$ cat config.mk
export PLATFORM = sky130hd
export DESIGN_NAME = sdc_top
export DESIGN_NICKNAME = d
export VERILOG_FILES = /design/src/core/sdc_pkg.sv /design/src/core/sdc_top.sv
export SDC_FILE = /design/constraint.sdc
export NUM_CORES = 1
export LEC_CHECK = 0
export ABC_AREA = 1
export BUFFER_PORTS_ARGS = -buffer_cell sky130_fd_sc_hd__buf_2
export CORE_MARGIN = 2
export CORE_UTILIZATION = 50
export DETAILED_ROUTE_END_ITERATION = 10
export GPL_TIMING_DRIVEN = 0
export PLACE_DENSITY_LB_ADDON = 0.3
export SYNTH_ARGS = -nofsm -noshare
export SYNTH_HDL_FRONTEND = slang
export SYNTH_SLANG_ARGS = --single-unit
$ cat constraint.sdc
create_clock -name CLK_IN -period 4.1 [get_ports CLK_IN]
set_input_delay 0 -clock CLK_IN [delete_from_list [all_inputs] [get_ports CLK_IN]]
set_output_delay 0 -clock CLK_IN [all_outputs]
set_load 0.05 [all_outputs]
$ cat src/core/sdc_pkg.sv
// Shared constants for the stepper driver control and protection block.
package sdc_pkg;
  // ==========================================================
  // Timing
  // ==========================================================
  // Core clock in kHz (8 ns period).
  localparam int CLK_KHZ = 125000;
  // Internal system oscillator in kHz.
  localparam int SYS_OSC_KHZ = 6400;
  // Phase reversal dead time in oscillator cycles.
  localparam int DEAD_OSC_CLK = 3;
  // Dead time in core cycles, rounded up.
  localparam int DEAD_CYC = (DEAD_OSC_CLK * CLK_KHZ + SYS_OSC_KHZ - 1) / SYS_OSC_KHZ;
  // Wake-up guard after leaving standby, in microseconds.
  localparam int WAKE_US = 10;
  // Core cycles per microsecond, rounded down.
  localparam int CYC_PER_US = CLK_KHZ / 1000;
  // Fixed off time range and reset value, in microseconds.
  localparam logic [5:0] OFF_US_MIN = 6'h05;
  localparam logic [5:0] OFF_US_MAX = 6'h28;
  localparam logic [5:0] OFF_US_RST = 6'h0A;
  // ==========================================================
  // Register map (byte addresses)
  // ==========================================================
  localparam logic [3:0] ADDR_CTRL = 4'h0;
  localparam logic [3:0] ADDR_STATUS = 4'h4;
  // Status bit positions.
  localparam int ST_FAULT = 0;
  localparam int ST_WARN = 1;
  localparam int ST_AWAKE = 2;
  localparam int ST_SLEEP = 3;
  localparam int ST_CHOP_OFF = 4;
  localparam int ST_BRAKE = 5;
  // ==========================================================
  // Current levels
  // ==========================================================
  localparam logic [1:0] LVL_ZERO = 2'h0;
  localparam logic [1:0] LVL_FULL = 2'h3;
  // Standby state machine.
  typedef enum logic [1:0] {
    SDC_SLEEP = 2'b00,
    SDC_WAKE = 2'b01,
    SDC_RUN = 2'b10
  } sdc_pwr_t;
endpackage

$ cat src/core/sdc_top.sv
// Control, chopping and protection logic of a two-channel stepper driver.
// Notes on behaviour
// RULE1: brake forces full level, phase picks direction
// RULE2: standby low removes bias, high runs
// RULE3: entering standby clears latched fault
// RULE4: host waits wake-up interval after standby
// RULE5: fault output pulls low on fault
// RULE6: fault holds until supply cycle or standby
// RULE7: thermal warning follows alarm, auto release
// RULE8: phase reversal inserts both-off dead time
// RULE9: fixed off time programmable five to forty
// RULE10: chopping disabled when reference tied high
// RULE11: brake high on, low normal
// RULE12: brake without chopping turns all on
// RULE13: fault turns all transistors off
// RULE14: select bits encode current ratio
// RULE15: current trip starts fixed off time
// RULE16: standby keeps outputs off, monitors released
module sdc_top #(
  parameter int WAKE_CYC = sdc_pkg::WAKE_US * sdc_pkg::CYC_PER_US,
  parameter int US_CYC = sdc_pkg::CYC_PER_US
) (
  input wire logic CLK_IN,
  input wire logic RST_IN,
  input wire logic SLEEP_N_IN,
  input wire logic BRAKE_IN,
  input wire logic [1:0] PHASE_IN,
  input wire logic [1:0] CURRENT_LEVEL_SEL_HI_IN,
  input wire logic [1:0] CURRENT_LEVEL_SEL_LO_IN,
  input wire logic [1:0] CURRENT_TRIP_IN,
  input wire logic CHOP_DISABLE_IN,
  input wire logic OVERCURRENT_DETECT_IN,
  input wire logic THERMAL_SHUTDOWN_IN,
  input wire logic THERMAL_ALARM_IN,
  input wire logic MOTOR_SUPPLY_OK_IN,
  output logic [1:0] GATE_POS_OUT,
  output logic [1:0] GATE_NEG_OUT,
  output logic [3:0] LEVEL_OUT,
  output logic BIAS_EN_OUT,
  output logic FAULT_N_OUT,
  output logic FAULT_OE_OUT,
  output logic THERMAL_WARN_N_OUT,
  output logic THERMAL_WARN_OE_OUT,
  input wire logic [3:0] AVS_ADDRESS_IN,
  input wire logic AVS_READ_IN,
  input wire logic AVS_WRITE_IN,
  input wire logic [31:0] AVS_WRITEDATA_IN,
  output logic [31:0] AVS_READDATA_OUT,
  output logic AVS_WAITREQUEST_OUT
);
  import sdc_pkg::*;

  // ==========================================================
  // Pin synchronisers
  // ==========================================================
  localparam int NP = 15;
  // Every pin passes two flops; stage one feeds only stage two.
  logic [NP-1:0] pin_raw;
  logic [NP-1:0] s1_r;
  logic [NP-1:0] s2_r;
  assign pin_raw = {SLEEP_N_IN, BRAKE_IN, PHASE_IN, CURRENT_LEVEL_SEL_HI_IN,
    CURRENT_LEVEL_SEL_LO_IN, CURRENT_TRIP_IN, CHOP_DISABLE_IN,
    OVERCURRENT_DETECT_IN, THERMAL_SHUTDOWN_IN, THERMAL_ALARM_IN, MOTOR_SUPPLY_OK_IN};
  always_ff @(posedge CLK_IN)
  begin
    s1_r <= RST_IN ? '0 : pin_raw;
    s2_r <= RST_IN ? '0 : s1_r;
  end
  // Named views of the synchronised pins.
  logic sleep_n, brake, chop_dis, ocd, thermal_shutdown, alarm, supply_ok;
  logic [1:0] phase, sel_hi, sel_lo, trip;
  assign {sleep_n, brake, phase, sel_hi, sel_lo, trip, chop_dis,
    ocd, thermal_shutdown, alarm, supply_ok} = s2_r;

  // ==========================================================
  // Standby and wake-up
  // ==========================================================
  sdc_pwr_t pwr_r, pwr_nxt;
  logic [15:0] wake_r, wake_nxt;
  logic bias_r, bias_nxt;
  // Gates and levels stay off during the wake guard, since the host may not
  // change inputs then and the bias is still settling.
  always_comb
  begin
    pwr_nxt = pwr_r;
    wake_nxt = wake_r;
    bias_nxt = sleep_n; // see RULE2
    case (pwr_r)
      SDC_SLEEP:
      begin
        wake_nxt = 16'(WAKE_CYC);
        if (sleep_n)
          pwr_nxt = SDC_WAKE;
      end
      SDC_WAKE:
      begin
        // Count the guard down; a drop back to standby restarts it.
        wake_nxt = wake_r - 16'h0001;
        if (!sleep_n)
          pwr_nxt = SDC_SLEEP;
        else if (wake_r <= 16'h0001)
          pwr_nxt = SDC_RUN; // see RULE4
      end
      SDC_RUN:
      begin
        if (!sleep_n)
          pwr_nxt = SDC_SLEEP; // see RULE2
      end
      default:
        pwr_nxt = SDC_SLEEP;
    endcase
  end
  always_ff @(posedge CLK_IN)
  begin
    if (RST_IN)
    begin
      pwr_r <= SDC_SLEEP;
      wake_r <= 16'h0000;
      bias_r <= 1'b0;
    end
    else
    begin
      pwr_r <= pwr_nxt;
      wake_r <= wake_nxt;
      bias_r <= bias_nxt;
    end
  end
  logic awake;
  assign awake = (pwr_r == SDC_RUN);

  // ==========================================================
  // Fault latch and monitor pins
  // ==========================================================
  logic fault_r, fault_nxt, warn_r, warn_nxt;
  // Standby or a supply drop clears the latch; detection needs bias,
  // so the clear wins here by construction.
  always_comb
  begin
    if (!sleep_n || !supply_ok)
      fault_nxt = 1'b0; // see RULE3, RULE6
    else
      fault_nxt = fault_r | (awake & (ocd | thermal_shutdown)); // see RULE5
    warn_nxt = sleep_n & alarm; // see RULE7, RULE16
  end
  always_ff @(posedge CLK_IN)
  begin
    if (RST_IN)
    begin
      fault_r <= 1'b0;
      warn_r <= 1'b0;
    end
    else
    begin
      fault_r <= fault_nxt;
      warn_r <= warn_nxt;
    end
  end
  // Open-drain pins only ever drive low.
  assign FAULT_N_OUT = 1'b0;
  assign THERMAL_WARN_N_OUT = 1'b0;
  assign FAULT_OE_OUT = fault_r;
  assign THERMAL_WARN_OE_OUT = warn_r;
  assign BIAS_EN_OUT = bias_r;

  // ==========================================================
  // Register bus
  // ==========================================================
  logic [5:0] off_us_r, off_us_nxt;
  logic wait_r, wait_nxt;
  logic [31:0] rd_r, rd_nxt;
  logic req;
  assign req = AVS_READ_IN | AVS_WRITE_IN;
  // Each request is answered one cycle after it is seen.
  always_comb
  begin
    off_us_nxt = off_us_r;
    wait_nxt = 1'b1;
    rd_nxt = rd_r;
    if (req && wait_r)
    begin
      wait_nxt = 1'b0;
      rd_nxt = 32'h0000_0000;
      if (AVS_ADDRESS_IN == ADDR_CTRL)
        rd_nxt[5:0] = off_us_r;
      else if (AVS_ADDRESS_IN == ADDR_STATUS)
        rd_nxt[5:0] = {brake, chop_dis, ~sleep_n, awake, warn_r, fault_r};
    end
    // Writes land on the accepting edge; out-of-range values clamp.
    if (AVS_WRITE_IN && !wait_r && AVS_ADDRESS_IN == ADDR_CTRL)
    begin
      if (AVS_WRITEDATA_IN[31:0] < 32'(OFF_US_MIN))
        off_us_nxt = OFF_US_MIN; // see RULE9
      else if (AVS_WRITEDATA_IN[31:0] > 32'(OFF_US_MAX))
        off_us_nxt = OFF_US_MAX;
      else
        off_us_nxt = AVS_WRITEDATA_IN[5:0];
    end
  end
  always_ff @(posedge CLK_IN)
  begin
    if (RST_IN)
    begin
      off_us_r <= OFF_US_RST;
      wait_r <= 1'b1;
      rd_r <= 32'h0000_0000;
    end
    else
    begin
      off_us_r <= off_us_nxt;
      wait_r <= wait_nxt;
      rd_r <= rd_nxt;
    end
  end
  assign AVS_WAITREQUEST_OUT = wait_r;
  assign AVS_READDATA_OUT = rd_r;

  // ==========================================================
  // Channel drive and chopping
  // ==========================================================
  logic run;
  assign run = awake & ~fault_r; // see RULE13, RULE16
  logic [15:0] off_load;
  assign off_load = 16'(off_us_r * US_CYC);
  genvar ch;
  generate
    for (ch = 0; ch < 2; ch++)
    begin : g_ch
      logic ph_q_r, ph_q_nxt, gp_r, gp_nxt, gn_r, gn_nxt;
      logic [7:0] dead_r, dead_nxt;
      logic [15:0] off_r, off_nxt;
      logic [1:0] lvl, lvl_r, lvl_nxt;
      always_comb
      begin
        // Brake overrides the select bits at full scale.
        lvl = brake ? LVL_FULL : {sel_hi[ch], sel_lo[ch]}; // see RULE1, RULE11, RULE14
        ph_q_nxt = phase[ch];
        dead_nxt = 8'h00;
        if (phase[ch] != ph_q_r && awake)
          dead_nxt = 8'(DEAD_CYC); // see RULE8
        else if (dead_r != 8'h00)
          dead_nxt = dead_r - 8'h01;
        off_nxt = 16'h0000;
        if (off_r != 16'h0000 && !chop_dis)
          off_nxt = off_r - 16'h0001;
        else if (trip[ch] && !chop_dis && (gp_r | gn_r))
          off_nxt = off_load; // see RULE15, RULE10
        if (brake && chop_dis)
        begin
          gp_nxt = run; // see RULE12
          gn_nxt = run;
        end
        else
        begin
          gp_nxt = run & (lvl != LVL_ZERO) & (dead_nxt == 8'h00) & (off_nxt == 16'h0000) & phase[ch];
          gn_nxt = run & (lvl != LVL_ZERO) & (dead_nxt == 8'h00) & (off_nxt == 16'h0000) & ~phase[ch];
        end
        lvl_nxt = run ? lvl : LVL_ZERO;
      end
      always_ff @(posedge CLK_IN)
      begin
        if (RST_IN)
        begin
          ph_q_r <= 1'b0;
          dead_r <= 8'h00;
          off_r <= 16'h0000;
          gp_r <= 1'b0;
          gn_r <= 1'b0;
          lvl_r <= LVL_ZERO;
        end
        else
        begin
          ph_q_r <= ph_q_nxt;
          dead_r <= dead_nxt;
          off_r <= off_nxt;
          gp_r <= gp_nxt;
          gn_r <= gn_nxt;
          lvl_r <= lvl_nxt;
        end
      end
      assign GATE_POS_OUT[ch] = gp_r;
      assign GATE_NEG_OUT[ch] = gn_r;
      assign LEVEL_OUT[2*ch+1:2*ch] = lvl_r;

      // ========================================================
      // Checks per channel
      // ========================================================
      chk_brake_full_level: assert property (@(posedge CLK_IN) disable iff (RST_IN) // see RULE1
        (brake && run) |=> (lvl_r == LVL_FULL))
        else $error("Brake did not force full level.");
      chk_phase_dead_off: assert property (@(posedge CLK_IN) disable iff (RST_IN) // see RULE8
        (phase[ch] != ph_q_r && !(brake && chop_dis)) |=> (!gp_r && !gn_r)[*8])
        else $error("Gate driven inside dead time.");
      chk_dead_time_ends: assert property (@(posedge CLK_IN) disable iff (RST_IN) // see RULE8
        (phase[ch] != ph_q_r) |=> ##[1:80] (dead_r == 8'h00))
        else $error("Dead time too long.");
      chk_zero_level_off: assert property (@(posedge CLK_IN) disable iff (RST_IN) // see RULE14
        (!brake && !sel_hi[ch] && !sel_lo[ch]) |=> (!gp_r && !gn_r))
        else $error("Zero level still drives.");
      chk_trip_off_time: assert property (@(posedge CLK_IN) disable iff (RST_IN) // see RULE15
        (off_r == 16'h0000 && trip[ch] && !chop_dis && (gp_r || gn_r)) |=> (!gp_r && !gn_r)[*5])
        else $error("Trip did not start off time.");
      chk_no_shoot: assert property (@(posedge CLK_IN) disable iff (RST_IN) // see RULE12
        (gp_r && gn_r) |-> $past(brake && chop_dis))
        else $error("Both gates on without brake.");
      chk_chop_disabled: assert property (@(posedge CLK_IN) disable iff (RST_IN) // see RULE10
        chop_dis |=> (off_r == 16'h0000))
        else $error("Chopping while disabled.");
      cov_off_time: cover property (@(posedge CLK_IN) disable iff (RST_IN)
        (off_r == 16'h0001) ##1 (gp_r || gn_r));
    end
  endgenerate

  // ==========================================================
  // Checks across the block
  // ==========================================================
  chk_sleep_clears: assert property (@(posedge CLK_IN) disable iff (RST_IN) // see RULE3
    !sleep_n |=> !fault_r && !FAULT_OE_OUT)
    else $error("Standby did not clear fault.");
  chk_sleep_quiet: assert property (@(posedge CLK_IN) disable iff (RST_IN) // see RULE16
    !sleep_n |=> ##1 (GATE_POS_OUT == 2'h0 && GATE_NEG_OUT == 2'h0 && !THERMAL_WARN_OE_OUT))
    else $error("Standby left outputs active.");
  chk_fault_kills: assert property (@(posedge CLK_IN) disable iff (RST_IN) // see RULE13
    fault_r |=> (GATE_POS_OUT == 2'h0 && GATE_NEG_OUT == 2'h0))
    else $error("Fault left a gate on.");
  chk_fault_holds: assert property (@(posedge CLK_IN) disable iff (RST_IN) // see RULE6
    (fault_r && sleep_n && supply_ok) |=> fault_r)
    else $error("Fault released early.");
  chk_fault_sets: assert property (@(posedge CLK_IN) disable iff (RST_IN) // see RULE5
    (awake && ocd && sleep_n && supply_ok) |=> FAULT_OE_OUT)
    else $error("Fault not reported.");
  chk_warn_follow: assert property (@(posedge CLK_IN) disable iff (RST_IN) // see RULE7
    (sleep_n && alarm) ##1 !alarm |=> !THERMAL_WARN_OE_OUT)
    else $error("Warning did not release.");
  chk_bias_level: assert property (@(posedge CLK_IN) disable iff (RST_IN) // see RULE2
    $rose(sleep_n) |=> BIAS_EN_OUT ##1 !awake)
    else $error("Bias or wake guard wrong.");
  cov_wake: cover property (@(posedge CLK_IN) disable iff (RST_IN) $rose(awake));
  cov_fault: cover property (@(posedge CLK_IN) disable iff (RST_IN) $rose(fault_r));
  cov_brake_all: cover property (@(posedge CLK_IN) disable iff (RST_IN)
    GATE_POS_OUT == 2'h3 && GATE_NEG_OUT == 2'h3);
endmodule

# After elaboration in Yosys (flattened, before gate mapping)

Cells that the tools add are included.
W data, S select, Z words.

Shift operators: 0
Bitwise logic cells: 23
Muxes and demuxes: 25
Equality and inequality tests: 8
Add/sub/neg operators: 5
Reduce and logical (&&, ||, !) cells: 33
Div/mod/pow operators: 0
$lt $le $gt $ge: 3
Multipliers: 1

Operators with widths:

| kind                    | count |
|---|---|
| $sub A16 B1 Y16 const B | 3 |
| $gt A32 B6 Y1 const B   | 1 |
| $logic_not A16 Y1       | 2 |
| $lt A32 B3 Y1 const B   | 1 |
| $mux W16                | 2 |
| $mux W8                 | 4 |
| $pmux W16 S2            | 1 |
| $reduce_bool A16 Y1     | 2 |
| $mux W13                | 2 |
| $mux W6                 | 4 |
| $le A16 B1 Y1 const B   | 1 |
| $logic_not A8 Y1        | 2 |
| $reduce_bool A8 Y1      | 2 |
| $sub A8 B1 Y8 const B   | 2 |
| $and A1 B1 Y1           | 13 |
| $mul A6 B7 Y13 const B  | 1 |
| $logic_and A1 B1 Y1     | 12 |
| $mux W2                 | 6 |
| $pmux W2 S3             | 1 |
| $reduce_bool A2 Y1      | 3 |
| $mux W1                 | 5 |
| $not A1 Y1              | 5 |
| $or A1 B1 Y1            | 5 |
| $eq A4 B3 Y1 const B    | 1 |
| 11 further kinds        | 17 |

Bits of input ports: 55
Memories: 0
Register bits: 122
Memory bits (read-only): 0
Output and inout port bits: 46
Logic and storage cells: 120
Latch bits: 0
RAM bits: 0

# Depth between registers and ports, before layout

Word-level depth: 9
Depth in mapped cells: 18

# Worst setup path before layout

Ideal clock, no wire load.

Path type: reg-to-reg
Start point: register off_us_r[3]
End point: register g_ch[0].gn_r
Slack: 661 ps
Arrival time: 3369 ps
Buffers on the path: 0
Stages on the path, launching flop included: 17
Path through: dfxtp_1 fa_1 inv_1 fa_1 fa_1 inv_1 ha_1 a21oi_1 nand2_1 xor2_1 nand2_1 nand2_1 nor2_1 nand3_1 nor2_2 nand3_1 a21oi_1

Longest elaborated chain between the ends: 7

RTL lines:

| element                    | RTL line       | source |
|---|---|---|
| start: declaration         | sdc_top.sv:168 | `logic [5:0] off_us_r, off_us_nxt;` |
| start signal: assignment   | sdc_top.sv:209 | `off_us_r <= off_us_nxt;` |
| $mul A6 B7 Y13             | sdc_top.sv:223 | `assign off_load = 16'(off_us_r * US_CYC);` |
| $mux W13                   | sdc_top.sv:245 | `else if (trip[ch] && !chop_dis && (gp_r \| gn_r))` |
| $mux W16                   | sdc_top.sv:243 | `if (off_r != 16'h0000 && !chop_dis)` |
| $logic_not A16 Y1          | sdc_top.sv:255 | `gn_nxt = run & (lvl != LVL_ZERO) & (dead_nxt == 8'h00) & (off_nxt == 16'h0000) & ~phase[ch];` |
| $and A1 B1 Y1 (2 in a row) | sdc_top.sv:255 |  |
| $mux W1                    | sdc_top.sv:247 | `if (brake && chop_dis)` |
| end signal: assignment     | sdc_top.sv:276 | `gn_r <= gn_nxt;` |
| end: declaration           | sdc_top.sv:228 | `logic ph_q_r, ph_q_nxt, gp_r, gp_nxt, gn_r, gn_nxt;` |

Every way passes these cells.
A chain may end at the register's enable or synchronous reset.

# Worst setup path in the final report

Same ends and word-level chain as after synthesis.

==> impl_metrics.toml <==
[outcome]
status = "finished clean"

[yosys]
synthDistinctLibCells = 42
ys_seq_area_frac = 0.332
yosysTopAreaCell = "dfxtp_1"
synth-edff-count = 0
yosysWarningCount = 0
synthTopCellsByArea = "dfxtp_1, nand2_1, nor2_1, inv_1, ha_1"
synth_top_area_share = 0.332
netlist_area_um2 = 7350
synth-main-ff-cell = "dfxtp_1"
yosys_register_bits = 122
ys_async_sr_fraction = 0
syn_area_per_cell_um2 = 6.81
post-synth-top-count-cell = "nand2_1"
syn_inst = 1080
synthTopCellsByCount = "nand2_1, nor2_1, inv_1"

[detailed_routing]
drt_iter0_markers = 337
drtPass1Iterations = 5
drcViolationCount = 0
vias = 6788
routed_wl_um = 17500
ant_nets = 0
viasPerCell = 4.79
routedWlPerCell_um = 12.4

[finish]
final_nets = 1322
drive_gt1_frac = 0.169
post-route-util = 0.618
antennaDiodeCount = 0
syn2layout_area_growth_pct = 21.3

[worst_setup_path]
crit_arrival_ns = 4.22
critical_path_class = "reg -> reg"
r2r_slack_ns = 0.22
crit_required_ns = 4.44
cp-start-kind = "register"
slowest_delay_ns = 0.57
critical-path-slowest-cell = "fa_1"
critPathTopFamily = "adder cells"
crit_chain = "fa_1 -> inv_1 -> fa_1 -> fa_1 -> inv_1 -> ha_1 -> a21oi_1 -> o21a_1 -> nand3b_1 -> nand3_1 -> nand2_1 -> inv_1 -> nand2_1 -> nor2_2 -> nand3_1 -> a21oi_1"
end_kind = "register"
path_max_fanout = 7
critPathBufInv = 3

[power_and_ir_drop]
ir_drop_mv = 0.389
p_leak_uw = 0.00464
cellPowerDensity_nw_per_um2 = 686
fin_total_pwr_uw = 6110

[global_routing]
grt-ovfl-total = 0
grt_pass1_wl_um = 29500
antenna_found_initial = 0
grt_pass1_vias = 6496
grt_usage = 0.230
grt_start_max_net_pins = 17

[sta]
fin_crit_ns = 3.88
fmax_mhz = 258
setup_viol = 0
tns_ns = 0
setup_slack_ns = 0.218
max-slew-margin-rel = 0.456
finClkSkew_ns = 0.00669
slew_viol_final = 0
worst_pin_slew_ns = 0.816
grt_setup_unrepaired = "false"
hold_viol = 0
fin_crit_sh = 0.947

[place]
dpl_worst_slack_ns = 0.136
gp_congestion = 0.880
numPortBuffers = 71
dp_hpwl_um = 13200

[die]
die_w_um = 125
die_h_um = 125
initial_core_util = 0.510
core_area_um2 = 14400
io_pins = 101
num_rows = 44
dieArea_um2 = 15700

[cts]
htree_num_levels = 4
clk_latency_ns = 0.42
cts.sinks = 122
cts-root-buf = "clkbuf_16"
path_clk_slew_ns = 0.06
cts_tree = "yes"
cts_setup_buffers = 0
clock_path_buffers = 2
cts_made_buffers = 17

[flow_run]
max-cap-violations = 0

[hold_path]
min_path_type = "in -> reg"
==> metal layers <==
metal	up-vias	share of wire	routed length, µm	track usage
met5	-	0	0	0
met4	0	0.020	342	0.0745
met3	25	0.044	777	0.0407
met2	144	0.48	8470	0.395
met1	3034	0.45	7930	0.293
li1	3585	-	-	-
==> metrics by stage <==
stage | instance area [µm²] | hold WS, ns | instances
2_1_floorplan | 7450 | 0.107 | 1107
3_3_place_gp | 8040 | 0.204 | 1362
3_5_place_dp | 8040 | 0.209 | 1362
4_1_cts | 8900 | 0.0267 | 1418
5_1_grt | 8920 | 0.0374 | 1418
6_report | 8920 | 0.0337 | 1418
==> tightest hold or removal path, cell delays in order <==
cell and delay [ns]:
buf_2 0.10, inv_1 0.06, nor3_2 0.06, o21ai_0 0.15
a21oi_1 0.05
==> path summary, 6_finish.rpt <==
| path | startpoint | end | cells past startpoint |
|---|---|---|---|
| worst min register to register | s1_r[13] | s2_r[13] | 2 |
| worst max-delay path | off_us_r[3] | g_ch[0].gn_r | 16 |
| worst max register to register | off_us_r[3] | g_ch[0].gn_r | 16 |
| worst min-delay path | AVS_WRITE_IN | off_us_r[0] | 5 |
==> registers in the layout, summed over array words and instances, names as in the netlist <==
| register | count |
|---|---|
| g_ch.off_r | 32 |
| off_us_r | 6 |
| AVS_WAITREQUEST_OUT | 1 |
| THERMAL_WARN_OE_OUT | 1 |
| s2_r | 15 |
| wake_r | 16 |
| pwr_r | 2 |
| BIAS_EN_OUT | 1 |
| g_ch.lvl_r | 4 |
| g_ch.dead_r | 16 |
| g_ch.ph_q_r | 2 |
| AVS_READDATA_OUT | 6 |
| s1_r | 15 |
| FAULT_OE_OUT | 1 |
| g_ch.gp_r | 2 |
| g_ch.gn_r | 2 |
==> area by class of cell <==
class	instances	area (µm²)
fill	1287	5510
multi-input combinational	751	4020
timing repair buffer	95	596
clock buffer	19	453
tap	184	230
sequential	122	2450
inverter	188	706
clock inverter	13	165
buffer	46	294
==> layout by cell type, fill, tap and decap left out, types with 24 or more instances in the layout <==
cell	Yosys	routed
o21ai_0	29	29
nand2_1	204	204
conb_1	1	28
nor2_1	190	189
buf_4	32	32
dfxtp_1	122	116
inv_1	178	178
dlygate4sd3_1	0	24
ha_1	33	32
a21oi_1	46	46
nand3_1	77	77
buf_2	1	72
==> cells by family after synthesis <==
family,count (synthesis),share of synthesized area
flops,122,0.332
compound gates,91,0.0694
simple gates,565,0.345
buf+inv,234,0.136
fa+ha+maj,46,0.0915
other cells,1,0.000510
xor+xnor,21,0.0250
==> what timing repair did <==
action / in CTS / in global routing
endpoints found under the setup margin: 0 / 4
gates resized for setup: 0 / 9
endpoints found under the hold margin: 22 / 0
hold buffers: 24 / 0
==> where the power goes <==
group / switching, µW / internal [µW] / total [µW] / leakage, µW
registers: 188 / 1410 / 1600 / 0.00100
logic: 1940 / 1020 / 2960 / 0.00335
clock network: 566 / 991 / 1560 / 0.000292
total: 2690 / 3420 / 6110 / 0.00464
Power figures use the tool's default switching activity.
